===== config.mk =====
export PLATFORM = sky130hd
export DESIGN_NAME = drive_end_flat
export DESIGN_NICKNAME = d
export VERILOG_FILES = /design/src/rtl/xt_pkg.sv /design/src/rtl/xt_if.sv /design/src/rtl/drive_end.sv /design/src/flat_wrapper.sv
export VERILOG_INCLUDE_DIRS = /design/src /design/src/rtl
export SDC_FILE = /design/constraint.sdc
export NUM_CORES = 2
export LEC_CHECK = 0
export BUFFER_PORTS_ARGS = -buffer_cell sky130_fd_sc_hd__buf_2
export CAP_MARGIN = 5
export CORE_ASPECT_RATIO = 0.75
export CORE_UTILIZATION = 50
export CTS_CLUSTER_DIAMETER = 120
export DETAILED_ROUTE_END_ITERATION = 16
export PLACE_DENSITY = 0.7
export SYNTH_ARGS = -nofsm -noshare
export SYNTH_HDL_FRONTEND = slang
export SYNTH_SLANG_ARGS = --single-unit
export TNS_END_PERCENT = 10

===== constraint.sdc =====
create_clock -name core_clk_i -period 8 [get_ports core_clk_i]
set_input_delay 1.6 -clock core_clk_i [delete_from_list [all_inputs] [get_ports core_clk_i]]
set_output_delay 1.6 -clock core_clk_i [all_outputs]
set_load 0.05 [all_outputs]

===== src/rtl/xt_cfg.svh =====
`ifndef XT_CFG_SVH
`define XT_CFG_SVH
// ----------------------------------------------------------------
// Telegram constants
// ----------------------------------------------------------------
`define MAX_PZD        16
`define NTAP_DEF       4
`define ENTRY_WORDS    5
`define PRM_BLK_WORD   5'h01
`define PRM_ENT_WORD   5'h02
`define ID_LEN         3'h5
`define EMPTY_ID0      8'h04
`define EMPTY_ID1      8'h00
`define EMPTY_ID2      8'h00
`define EMPTY_ID3      8'hD3
`define EMPTY_ID4      8'h40
`define CW1_SLOT       4'h0
`define PASSIVE_BIT1   4'hF
`define XT_CORR_BIT    4'h0
`define XT_PASSIVE_BIT 4'h1
// ----------------------------------------------------------------
// Controller register map and fields
// ----------------------------------------------------------------
`define A_CTRL         8'h00
`define A_STAT         8'h04
`define A_TXB          8'h40
`define A_RXB          8'h80
`define A_END          8'hC0
`define CTRL_KIND_LSB  0
`define CTRL_LEN_LSB   4
`define CTRL_DST_LSB   16
`define CTRL_GO_BIT    31
`endif


===== src/rtl/xt_pkg.sv =====
package xt_pkg;
   // Telegram kinds sent by the bus master.
   typedef enum logic [1:0] {K_PRM, K_CFG, K_DX, K_DXB} kind_t;
   typedef logic [15:0][15:0] image_t;
endpackage


===== src/rtl/xt_if.sv =====
`timescale 1ns/1ps
interface xt_if;
   import xt_pkg::*;
   // Master telegram words, seen by every node.
   logic        m_valid;
   kind_t       m_kind;
   logic [6:0]  m_dst;
   logic [15:0] m_data;
   logic        m_last;
   // Reply words of the drive.
   logic        r_valid;
   logic        r_bcast;
   logic [15:0] r_data;
   logic        r_last;
   // Broadcast words of peer publishers.
   logic        px_valid;
   logic [6:0]  px_src;
   logic [15:0] px_data;
   logic        px_last;
   modport drive (input m_valid, m_kind, m_dst, m_data, m_last,
                  input px_valid, px_src, px_data, px_last,
                  output r_valid, r_bcast, r_data, r_last);
   modport master (output m_valid, m_kind, m_dst, m_data, m_last,
                   input r_valid, r_bcast, r_data, r_last);
endinterface


===== src/rtl/drive_end.sv =====
// Decided for this implementation: the AHB-Lite register port and the register offsets.
`timescale 1ns/1ps
`include "xt_cfg.svh"
// Notes on behaviour
// - Master polls each slave, delivering setpoints.
// - Polled drive answers with its actual values.
// - Publisher is polled with the broadcast code.
// - Publisher answer is broadcast to all nodes.
// - Subscriber adopts selected publisher words as setpoints.
// - Publisher and master words merged per structure.
// - Several independent taps per publisher link.
// - At most sixteen process data words.
// - Configuration telegram gives setpoint and actual counts.
// - Without cross-traffic, setpoints come from master only.
// - Entry: publisher, length, offset, count, destination.
// - Filter table arrives inside parameter telegram.
// - Missing block or zero links disables subscriber.
// - Empty identifier 04 00 00 D3 40 per access.
// - Cross-traffic needs enabling on both sides.
// - Correction and passive referencing request bits.
// - Correction and passive referencing status bits.
module drive_end
   import xt_pkg::*;
#(
   parameter int NTAP = `NTAP_DEF
)
(
   // Clock and reset.
   input  wire logic         core_clk_i,
   input  wire logic         rst_n_i,
   // Fieldbus.
   xt_if.drive               bus,
   // Local configuration.
   input  wire logic [6:0]   node_addr_i,
   input  wire logic         pub_en_i,
   input  wire logic         sub_en_i,
   input  wire logic [15:0]  telegram_structure_config_i,
   input  wire logic [3:0]   xt_ctl_slot_i,
   input  wire logic [3:0]   xt_sts_slot_i,
   // Drive application.
   input  wire logic [255:0] act_i,
   input  wire logic         pos_corr_done_i,
   input  wire logic         passive_ref_done_i,
   output logic [255:0]      setpoint_o,
   output logic              pos_corr_req_o,
   output logic              passive_ref_req_o,
   output logic              sub_active_o,
   output logic              cfg_err_o
);
   // ----------------------------------------------------------------
   // State
   // ----------------------------------------------------------------
   typedef enum logic {D_RX, D_TX} dstate_t;
   typedef struct packed {
      dstate_t                st;
      logic [4:0]             widx;
      logic [4:0]             wptr;
      logic [4:0]             set_words;
      logic [4:0]             act_words;
      logic                   cfg_err;
      logic [2:0]             idb;
      logic [4:0]             ids;
      logic [4:0]             nl;
      logic [4:0]             ent;
      logic [2:0]             fs;
      logic [NTAP-1:0][6:0]   pub;
      logic [NTAP-1:0][4:0]   explen;
      logic [NTAP-1:0][4:0]   off;
      logic [NTAP-1:0][4:0]   cnt;
      logic [NTAP-1:0][4:0]   dst;
      logic [NTAP-1:0][15:0]  tm;
      logic [4:0]             pidx;
      image_t                 sp;
      image_t                 sh;
      image_t                 tx;
      logic [4:0]             tidx;
      logic                   rv;
      logic                   rb;
      logic                   rl;
      logic [15:0]            rd;
      logic                   pc;
      logic                   pr;
      logic                   sa;
   } dreg_t;

   dreg_t s_reg;
   dreg_t s_next;

   // Lowest slot at or above from that the master fills.
   function automatic logic [4:0] free_slot(input logic [15:0] mask,
                                            input logic [4:0] from);
      logic [4:0] r;
      r = 5'h10;
      for (int q = 15; q >= 0; q--) begin
         if (5'(q) >= from && !mask[q]) begin
            r = 5'(q);
         end
      end
      return r;
   endfunction

   // Byte of the empty identifier expected at position k.
   function automatic logic [7:0] id_byte(input logic [2:0] k);
      case (k)
         3'h0: return `EMPTY_ID0;
         3'h1: return `EMPTY_ID1;
         3'h2: return `EMPTY_ID2;
         3'h3: return `EMPTY_ID3;
         default: return `EMPTY_ID4;
      endcase
   endfunction

   // ----------------------------------------------------------------
   // Next state
   // ----------------------------------------------------------------
   always_comb begin
      logic        mine;
      logic        act;
      logic [15:0] mask;
      logic [5:0]  slot;
      image_t      aw;
      s_next = s_reg;
      s_next.rv = 1'b0;
      s_next.rl = 1'b0;
      mine = bus.m_valid && bus.m_dst == node_addr_i;
      act = s_reg.sa;
      mask = act ? telegram_structure_config_i : 16'h0000;
      slot = 6'h00;
      aw = image_t'(act_i);
      // Status bits are forced into the actual value image.
      aw[`CW1_SLOT][`PASSIVE_BIT1] = passive_ref_done_i;
      aw[xt_sts_slot_i][`XT_CORR_BIT] = pos_corr_done_i;
      aw[xt_sts_slot_i][`XT_PASSIVE_BIT] = passive_ref_done_i;

      // Master telegrams addressed to this node.
      if (s_reg.st == D_RX && mine) begin
         s_next.widx = s_reg.widx + 5'h01;
         case (bus.m_kind)
            K_PRM: begin
               if (s_reg.widx == 5'h00) begin
                  s_next.nl = 5'h00;
                  s_next.ent = 5'h00;
                  s_next.fs = 3'h0;
               end else if (s_reg.widx == `PRM_BLK_WORD) begin
                  s_next.nl = (bus.m_data[15:5] == 11'h000) ? bus.m_data[4:0] : 5'h1F;
               end else if (s_reg.ent < 5'(NTAP)) begin
                  // Table entry fields, in order.
                  case (s_reg.fs)
                     3'h0: s_next.pub[s_reg.ent] = bus.m_data[6:0];
                     3'h1: s_next.explen[s_reg.ent] = bus.m_data[4:0];
                     3'h2: s_next.off[s_reg.ent] = bus.m_data[4:0];
                     3'h3: s_next.cnt[s_reg.ent] = bus.m_data[4:0];
                     default: s_next.dst[s_reg.ent] = bus.m_data[4:0];
                  endcase
                  s_next.fs = (s_reg.fs == 3'(`ENTRY_WORDS - 1)) ? 3'h0 : s_reg.fs + 3'h1;
                  if (s_reg.fs == 3'(`ENTRY_WORDS - 1)) begin
                     s_next.ent = s_reg.ent + 5'h01;
                  end
               end
            end
            K_CFG: begin
               if (s_reg.widx == 5'h00) begin
                  // Counts are clamped to the image size.
                  s_next.set_words = (bus.m_data[7:0] > 8'h10) ? 5'h10 : bus.m_data[4:0];
                  s_next.act_words = (bus.m_data[15:8] > 8'h10) ? 5'h10 : bus.m_data[12:8];
                  s_next.cfg_err = bus.m_data[7:0] > 8'h10 || bus.m_data[15:8] > 8'h10;
                  s_next.ids = 5'h00;
                  s_next.idb = 3'h0;
               end else if (bus.m_data[7:0] == id_byte(s_reg.idb)) begin
                  // Count complete empty identifiers.
                  s_next.idb = (s_reg.idb == `ID_LEN - 3'h1) ? 3'h0 : s_reg.idb + 3'h1;
                  if (s_reg.idb == `ID_LEN - 3'h1 && s_reg.ids != 5'h1F) begin
                     s_next.ids = s_reg.ids + 5'h01;
                  end
               end else begin
                  s_next.idb = 3'h0;
               end
            end
            default: begin
               // Master setpoints fill the slots not given to taps.
               if (s_reg.widx == 5'h00) begin
                  s_next.wptr = free_slot(mask, 5'h00);
               end
               if (s_reg.widx < s_reg.set_words && !s_next.wptr[4]) begin
                  s_next.sp[s_next.wptr[3:0]] = bus.m_data;
                  s_next.wptr = free_slot(mask, s_next.wptr + 5'h01);
               end
               if (bus.m_last && s_reg.act_words != 5'h00) begin
                  s_next.st = D_TX;
                  s_next.tidx = 5'h00;
                  s_next.tx = aw;
                  s_next.rb = bus.m_kind == K_DXB && pub_en_i;
               end
            end
         endcase
         if (bus.m_last) begin
            s_next.widx = 5'h00;
         end
      end

      // Reply words, one per cycle.
      if (s_reg.st == D_TX) begin
         s_next.rv = 1'b1;
         s_next.rd = s_reg.tx[s_reg.tidx[3:0]];
         s_next.rl = s_reg.tidx + 5'h01 == s_reg.act_words;
         s_next.tidx = s_reg.tidx + 5'h01;
         if (s_next.rl) begin
            s_next.st = D_RX;
         end
      end

      // Publisher broadcasts pass the filter table.
      if (bus.px_valid) begin
         s_next.pidx = bus.px_last ? 5'h00 : s_reg.pidx + 5'h01;
         for (int t = 0; t < NTAP; t++) begin
            slot = 6'(s_reg.dst[t]) + 6'(s_reg.pidx) - 6'(s_reg.off[t]);
            if (act && 5'(t) < s_reg.nl && s_reg.pub[t] == bus.px_src &&
                s_reg.pidx >= s_reg.off[t] &&
                6'(s_reg.pidx) < 6'(s_reg.off[t]) + 6'(s_reg.cnt[t]) &&
                slot < 6'h10) begin
               s_next.sh[slot[3:0]] = bus.px_data;
               s_next.tm[t][slot[3:0]] = 1'b1;
            end
         end
         if (bus.px_last) begin
            for (int t = 0; t < NTAP; t++) begin
               // Commit only when the length matches.
               if (act && 5'(t) < s_reg.nl && s_reg.pub[t] == bus.px_src &&
                   s_reg.pidx + 5'h01 == s_reg.explen[t]) begin
                  for (int k = 0; k < `MAX_PZD; k++) begin
                     if (s_next.tm[t][k]) begin
                        s_next.sp[k] = s_next.sh[k];
                     end
                  end
               end
               s_next.tm[t] = 16'h0000;
            end
         end
      end

      // Subscriber enable and request decode.
      s_next.sa = sub_en_i && s_next.nl != 5'h00 && s_next.ids != 5'h00;
      s_next.pc = s_next.sp[xt_ctl_slot_i][`XT_CORR_BIT];
      s_next.pr = s_next.sp[xt_ctl_slot_i][`XT_PASSIVE_BIT] ||
                  s_next.sp[`CW1_SLOT][`PASSIVE_BIT1];
   end

   // ----------------------------------------------------------------
   // Register and outputs
   // ----------------------------------------------------------------
   always_ff @(posedge core_clk_i or negedge rst_n_i) begin
      if (!rst_n_i) begin
         s_reg <= '0;
      end else begin
         s_reg <= s_next;
      end
   end

   // All outputs come from the state register.
   assign bus.r_valid = s_reg.rv;
   assign bus.r_bcast = s_reg.rb;
   assign bus.r_data = s_reg.rd;
   assign bus.r_last = s_reg.rl;
   assign setpoint_o = 256'(s_reg.sp);
   assign pos_corr_req_o = s_reg.pc;
   assign passive_ref_req_o = s_reg.pr;
   assign sub_active_o = s_reg.sa;
   assign cfg_err_o = s_reg.cfg_err;
endmodule


===== src/flat_wrapper.sv =====
// flat-port wrapper written by rule: the top's interface ports become plain ports
module drive_end_flat import xt_pkg::*;
#(
   parameter int NTAP = `NTAP_DEF
)
  (core_clk_i, rst_n_i, node_addr_i, pub_en_i, sub_en_i, telegram_structure_config_i, xt_ctl_slot_i, xt_sts_slot_i, act_i, pos_corr_done_i, passive_ref_done_i, setpoint_o, pos_corr_req_o, passive_ref_req_o, sub_active_o, cfg_err_o, bus_m_valid, bus_m_kind, bus_m_dst, bus_m_data, bus_m_last, bus_px_valid, bus_px_src, bus_px_data, bus_px_last, bus_r_valid, bus_r_bcast, bus_r_data, bus_r_last);
  xt_if bus_i ();
  input  wire logic core_clk_i;
  input  wire logic rst_n_i;
  input  wire logic [6:0] node_addr_i;
  input  wire logic pub_en_i;
  input  wire logic sub_en_i;
  input  wire logic [15:0] telegram_structure_config_i;
  input  wire logic [3:0] xt_ctl_slot_i;
  input  wire logic [3:0] xt_sts_slot_i;
  input  wire logic [255:0] act_i;
  input  wire logic pos_corr_done_i;
  input  wire logic passive_ref_done_i;
  output logic [255:0] setpoint_o;
  output logic pos_corr_req_o;
  output logic passive_ref_req_o;
  output logic sub_active_o;
  output logic cfg_err_o;
  input wire logic [$bits(bus_i.m_valid)-1:0] bus_m_valid;
  input wire logic [$bits(bus_i.m_kind)-1:0] bus_m_kind;
  input wire logic [$bits(bus_i.m_dst)-1:0] bus_m_dst;
  input wire logic [$bits(bus_i.m_data)-1:0] bus_m_data;
  input wire logic [$bits(bus_i.m_last)-1:0] bus_m_last;
  input wire logic [$bits(bus_i.px_valid)-1:0] bus_px_valid;
  input wire logic [$bits(bus_i.px_src)-1:0] bus_px_src;
  input wire logic [$bits(bus_i.px_data)-1:0] bus_px_data;
  input wire logic [$bits(bus_i.px_last)-1:0] bus_px_last;
  output wire logic [$bits(bus_i.r_valid)-1:0] bus_r_valid;
  output wire logic [$bits(bus_i.r_bcast)-1:0] bus_r_bcast;
  output wire logic [$bits(bus_i.r_data)-1:0] bus_r_data;
  output wire logic [$bits(bus_i.r_last)-1:0] bus_r_last;
  assign bus_i.m_valid = bus_m_valid;
  assign bus_i.m_kind = bus_m_kind;
  assign bus_i.m_dst = bus_m_dst;
  assign bus_i.m_data = bus_m_data;
  assign bus_i.m_last = bus_m_last;
  assign bus_i.px_valid = bus_px_valid;
  assign bus_i.px_src = bus_px_src;
  assign bus_i.px_data = bus_px_data;
  assign bus_i.px_last = bus_px_last;
  assign bus_r_valid = bus_i.r_valid;
  assign bus_r_bcast = bus_i.r_bcast;
  assign bus_r_data = bus_i.r_data;
  assign bus_r_last = bus_i.r_last;
  drive_end #(.NTAP(NTAP)) u_core (.core_clk_i(core_clk_i), .rst_n_i(rst_n_i), .bus(bus_i), .node_addr_i(node_addr_i), .pub_en_i(pub_en_i), .sub_en_i(sub_en_i), .telegram_structure_config_i(telegram_structure_config_i), .xt_ctl_slot_i(xt_ctl_slot_i), .xt_sts_slot_i(xt_sts_slot_i), .act_i(act_i), .pos_corr_done_i(pos_corr_done_i), .passive_ref_done_i(passive_ref_done_i), .setpoint_o(setpoint_o), .pos_corr_req_o(pos_corr_req_o), .passive_ref_req_o(passive_ref_req_o), .sub_active_o(sub_active_o), .cfg_err_o(cfg_err_o));
endmodule

==> qor.yml <==
yosys:
  ys_types: 102
  yosysWarnings: 0
  ys_ff_latch: 1015
  synth_ff_type: "dfrtp_1"
  syn_area_um2: 56100
  ys_seq_area_share_pct: 45.2
  synth_fp_nets: 5419
  synth-edff-count: 0
  synth_cells: 4940
  async_flop_share_pct: 100
  syn_area_per_cell_um2: 11.4
sta:
  fin_ws_ns: 1.48
  tightest_slew_ns: 1.33
  period_share_pct: 81.4
  fmax_mhz: 153
  relSlewSlack_pct: 10.8
  grt_setup_unrepaired: "false"
  finalCriticalPeriod_ns: 6.52
  tns_ns: 0
  slew_viol_final: 0
  skew_ns: 0.0499
  setup_viol: 0
  hold_viol: 0
cts:
  holdBufCountCts: 0
  clk_latency_ns: 0.73
  path_clk_slew_ns: 0.06
  max-clock-path-buffers: 3
  cts_buffers: 103
  cts-root-buf: "clkbuf_16"
  cts.htree.levels: 3
  tritoncts: "built"
  post_cts_buffers: 0
  cts.sinks: 1015
  cts-resized-gates: 0
die:
  io_pins: 624
  core_area_um2: 111000
  rows: 106
  die_w_um: 389
  die-area_um2: 114000
  initial_utilization_pct: 50.4
  fp.dieH_um: 292
routing:
  wl_met1_um: 79800
  detail_route.first_pass.iterations: 6
  vias: 40905
  drc: 0
  wl_met3_um: 17700
  wire_per_inst_um: 27.0
  dr.max_layer_used: "met5"
  drt_iter0_markers: 4229
  drt-total-wl_um: 182000
  met2_length_um: 78500
  ant_nets: 0
  viasPerCell: 6.06
placement:
  place_ws_ns: 1.79
  placed_area_um2: 58800
  portBuffers: 622
  hpwl_um: 130000
  gp_congestion: 1.00
  dp_cells: 6536
hold_path:
  min_path_cells: 2
  hold_class: "reg -> reg"
global_routing:
  grt_pass1_wl_um: 269000
  grt_usage_pct: 31.8
  grt_max_degree: 157
  gr-total-overflow: 0
  grt_pass1_vias: 40480
  antenna_found_initial: 49
finish:
  drive_gt1_share_pct: 34.2
  regArea_um2: 25400
  multi_input_area_um2: 27000
  post-route-util_pct: 56.1
  layout.nets: 5662
  syn_to_final_growth_pct: 11.2
  fill_cells: 9419
  final-instance-count-excl-fill: 6748
  fin_area_um2: 62400
critical_path:
  r2r-end: "u_core.passive_ref_req_o$_DFF_PN0_"
  critPathLaunchType: "flip-flop"
  cp_data_required_time_ns: 8.61
  rrSetupSlack_ns: 1.48
  reg2reg_from: "u_core.s_reg[796]$_DFFE_PN0P_"
  cp.arrival_ns: 7.13
  worstSetupEndpointType: "flip-flop"
  criticalPathCategory: "reg -> reg"
  r2r_cells: 18
  worst-path-max-fanout: 30
power:
  power.density_nw_per_um2: 178
  ir_worst_vdd_v: 0.000161
  leakage_nw: 33.1
job:
  drv_cap: 0
run_status:
  status: "finished, final reports clean"
## placed cells by master, fill, tap and decap left out, types with 12 or more instances in the layout
cell type / synthesis / layout
nor3_1: 61 / 61
clkbuf_8: 0 / 27
xnor2_1: 61 / 60
a2111oi_4: 12 / 12
a21o_1: 27 / 27
nor4_1: 41 / 39
nor2b_1: 35 / 35
xor2_1: 29 / 29
and2_1: 24 / 23
ha_1: 110 / 110
nand2_1: 208 / 208
clkbuf_16: 0 / 104
clkbuf_1: 221 / 18
buf_2: 76 / 621
a21oi_1: 302 / 302
or2_2: 13 / 13
and3_1: 23 / 23
a31oi_1: 40 / 39
fa_1: 24 / 24
nor2_1: 397 / 396
nand2b_1: 31 / 31
mux2i_1: 442 / 442
o21a_1: 23 / 23
o21ai_0: 139 / 139
diode_2: 0 / 29
nand3_1: 60 / 60
mux2_2: 719 / 719
o21ai_1: 12 / 12
buf_4: 278 / 112
dfrtp_1: 1015 / 1013
clkinv_2: 0 / 13
mux4_2: 80 / 80
nand4_1: 37 / 37
a211oi_1: 34 / 34
inv_1: 107 / 107
## layer usage
| layer | GRT usage, % | up-vias |
|---|---|---|
| met4 | 10.3 | 26 |
| met1 | 45.8 | 20863 |
| met3 | 8.92 | 342 |
| met2 | 46.1 | 1734 |
| li1 | - | 17940 |
| met5 | 0 | - |
## synth_stat cells, drive strengths merged (24+ instances only)
master / instances / area [µm²]
inv: 108 / 405
a211oi: 37 / 293
nor3: 63 / 325
nand3: 60 / 300
a21o: 27 / 203
dfrtp: 1015 / 25400
ha: 110 / 1380
nor4: 53 / 442
mux2i: 442 / 4420
xor2: 29 / 254
nand2: 212 / 811
xnor2: 63 / 567
buf: 382 / 2580
a31oi: 40 / 250
fa: 24 / 480
a21oi: 303 / 1520
clkbuf: 221 / 830
and2: 24 / 150
nor2: 400 / 1510
nand2b: 31 / 194
nor2b: 35 / 219
nand4: 40 / 278
mux4: 80 / 1800
o21ai: 153 / 781
mux2: 723 / 8140
## critical path, cell delays in order (launching register included)
cell,delay [ns]
dfrtp_1,0.78
inv_1,0.43
fa_1,0.64
inv_1,0.06
fa_1,0.39
a21o_1,0.17
a21oi_1,0.17
mux2i_1,0.10
a221o_1,0.53
buf_4,0.31
nor4_2,0.74
a21boi_1,0.19
a41oi_2,0.34
buf_4,0.40
mux2i_1,0.71
nand2_1,0.12
nand2_1,0.09
nand4b_1,0.13
nand3b_1,0.11
## cells by family after synthesis
family          count (synthesis)  share of synthesized area [%]
compound gates                730                           8.64
xor+xnor                       97                           1.67
fa+ha+maj                     134                           3.31
buf+inv                       713                           6.81
flops                        1015                           45.2
mux                          1245                           25.6
simple gates                 1006                           8.74
## power by group
group | total [W] | switching [W] | internal [W]
Combinational | 0.000817 | 0.000600 | 0.000217
Clock | 0.00514 | 0.00218 | 0.00297
Sequential | 0.00518 | 0.0000277 | 0.00515
## cell type report
| class | instances | area share, % |
|---|---|---|
| Multi-Input combinational cell | 3212 | 43.3 |
| Sequential cell | 1015 | 40.7 |
| Timing Repair Buffer | 741 | 6.57 |
| Clock buffer | 149 | 4.87 |
| Tap cell | 1458 | 2.92 |
| Clock inverter | 34 | 0.866 |
| Inverter | 110 | 0.661 |
| Antenna cell | 29 | 0.116 |
## worst max-delay path by stage
stage | cells past startpoint | startpoint | to | slack [ns]
2_1_floorplan | 13 | bus_px_src[3] | u_core.passive_ref_req_o$_DFF_PN0_ | 3.57
3_3_place_gp | 18 | u_core.s_reg[796]$_DFFE_PN0P_ | u_core.passive_ref_req_o$_DFF_PN0_ | 1.83
3_5_place_dp | 18 | u_core.s_reg[796]$_DFFE_PN0P_ | u_core.passive_ref_req_o$_DFF_PN0_ | 1.79
4_1_cts | 18 | u_core.s_reg[796]$_DFFE_PN0P_ | u_core.passive_ref_req_o$_DFF_PN0_ | 1.75
5_1_grt | 18 | u_core.s_reg[796]$_DFFE_PN0P_ | u_core.passive_ref_req_o$_DFF_PN0_ | 1.30
6_report | 18 | u_core.s_reg[796]$_DFFE_PN0P_ | u_core.passive_ref_req_o$_DFF_PN0_ | 1.48
## metrics by stage
| stage | total power [W] | hold slack [ns] |
|---|---|---|
| 2_1_floorplan | 0.00563 | 0.428 |
| 3_3_place_gp | 0.00606 | 0.463 |
| 3_5_place_dp | 0.00607 | 0.470 |
| 5_1_grt | 0.0115 | 0.503 |
| 6_report | 0.0111 | 0.479 |
| 4_1_cts | 0.0112 | 0.485 |
Note: power is estimated with default switching activity, not from simulation.
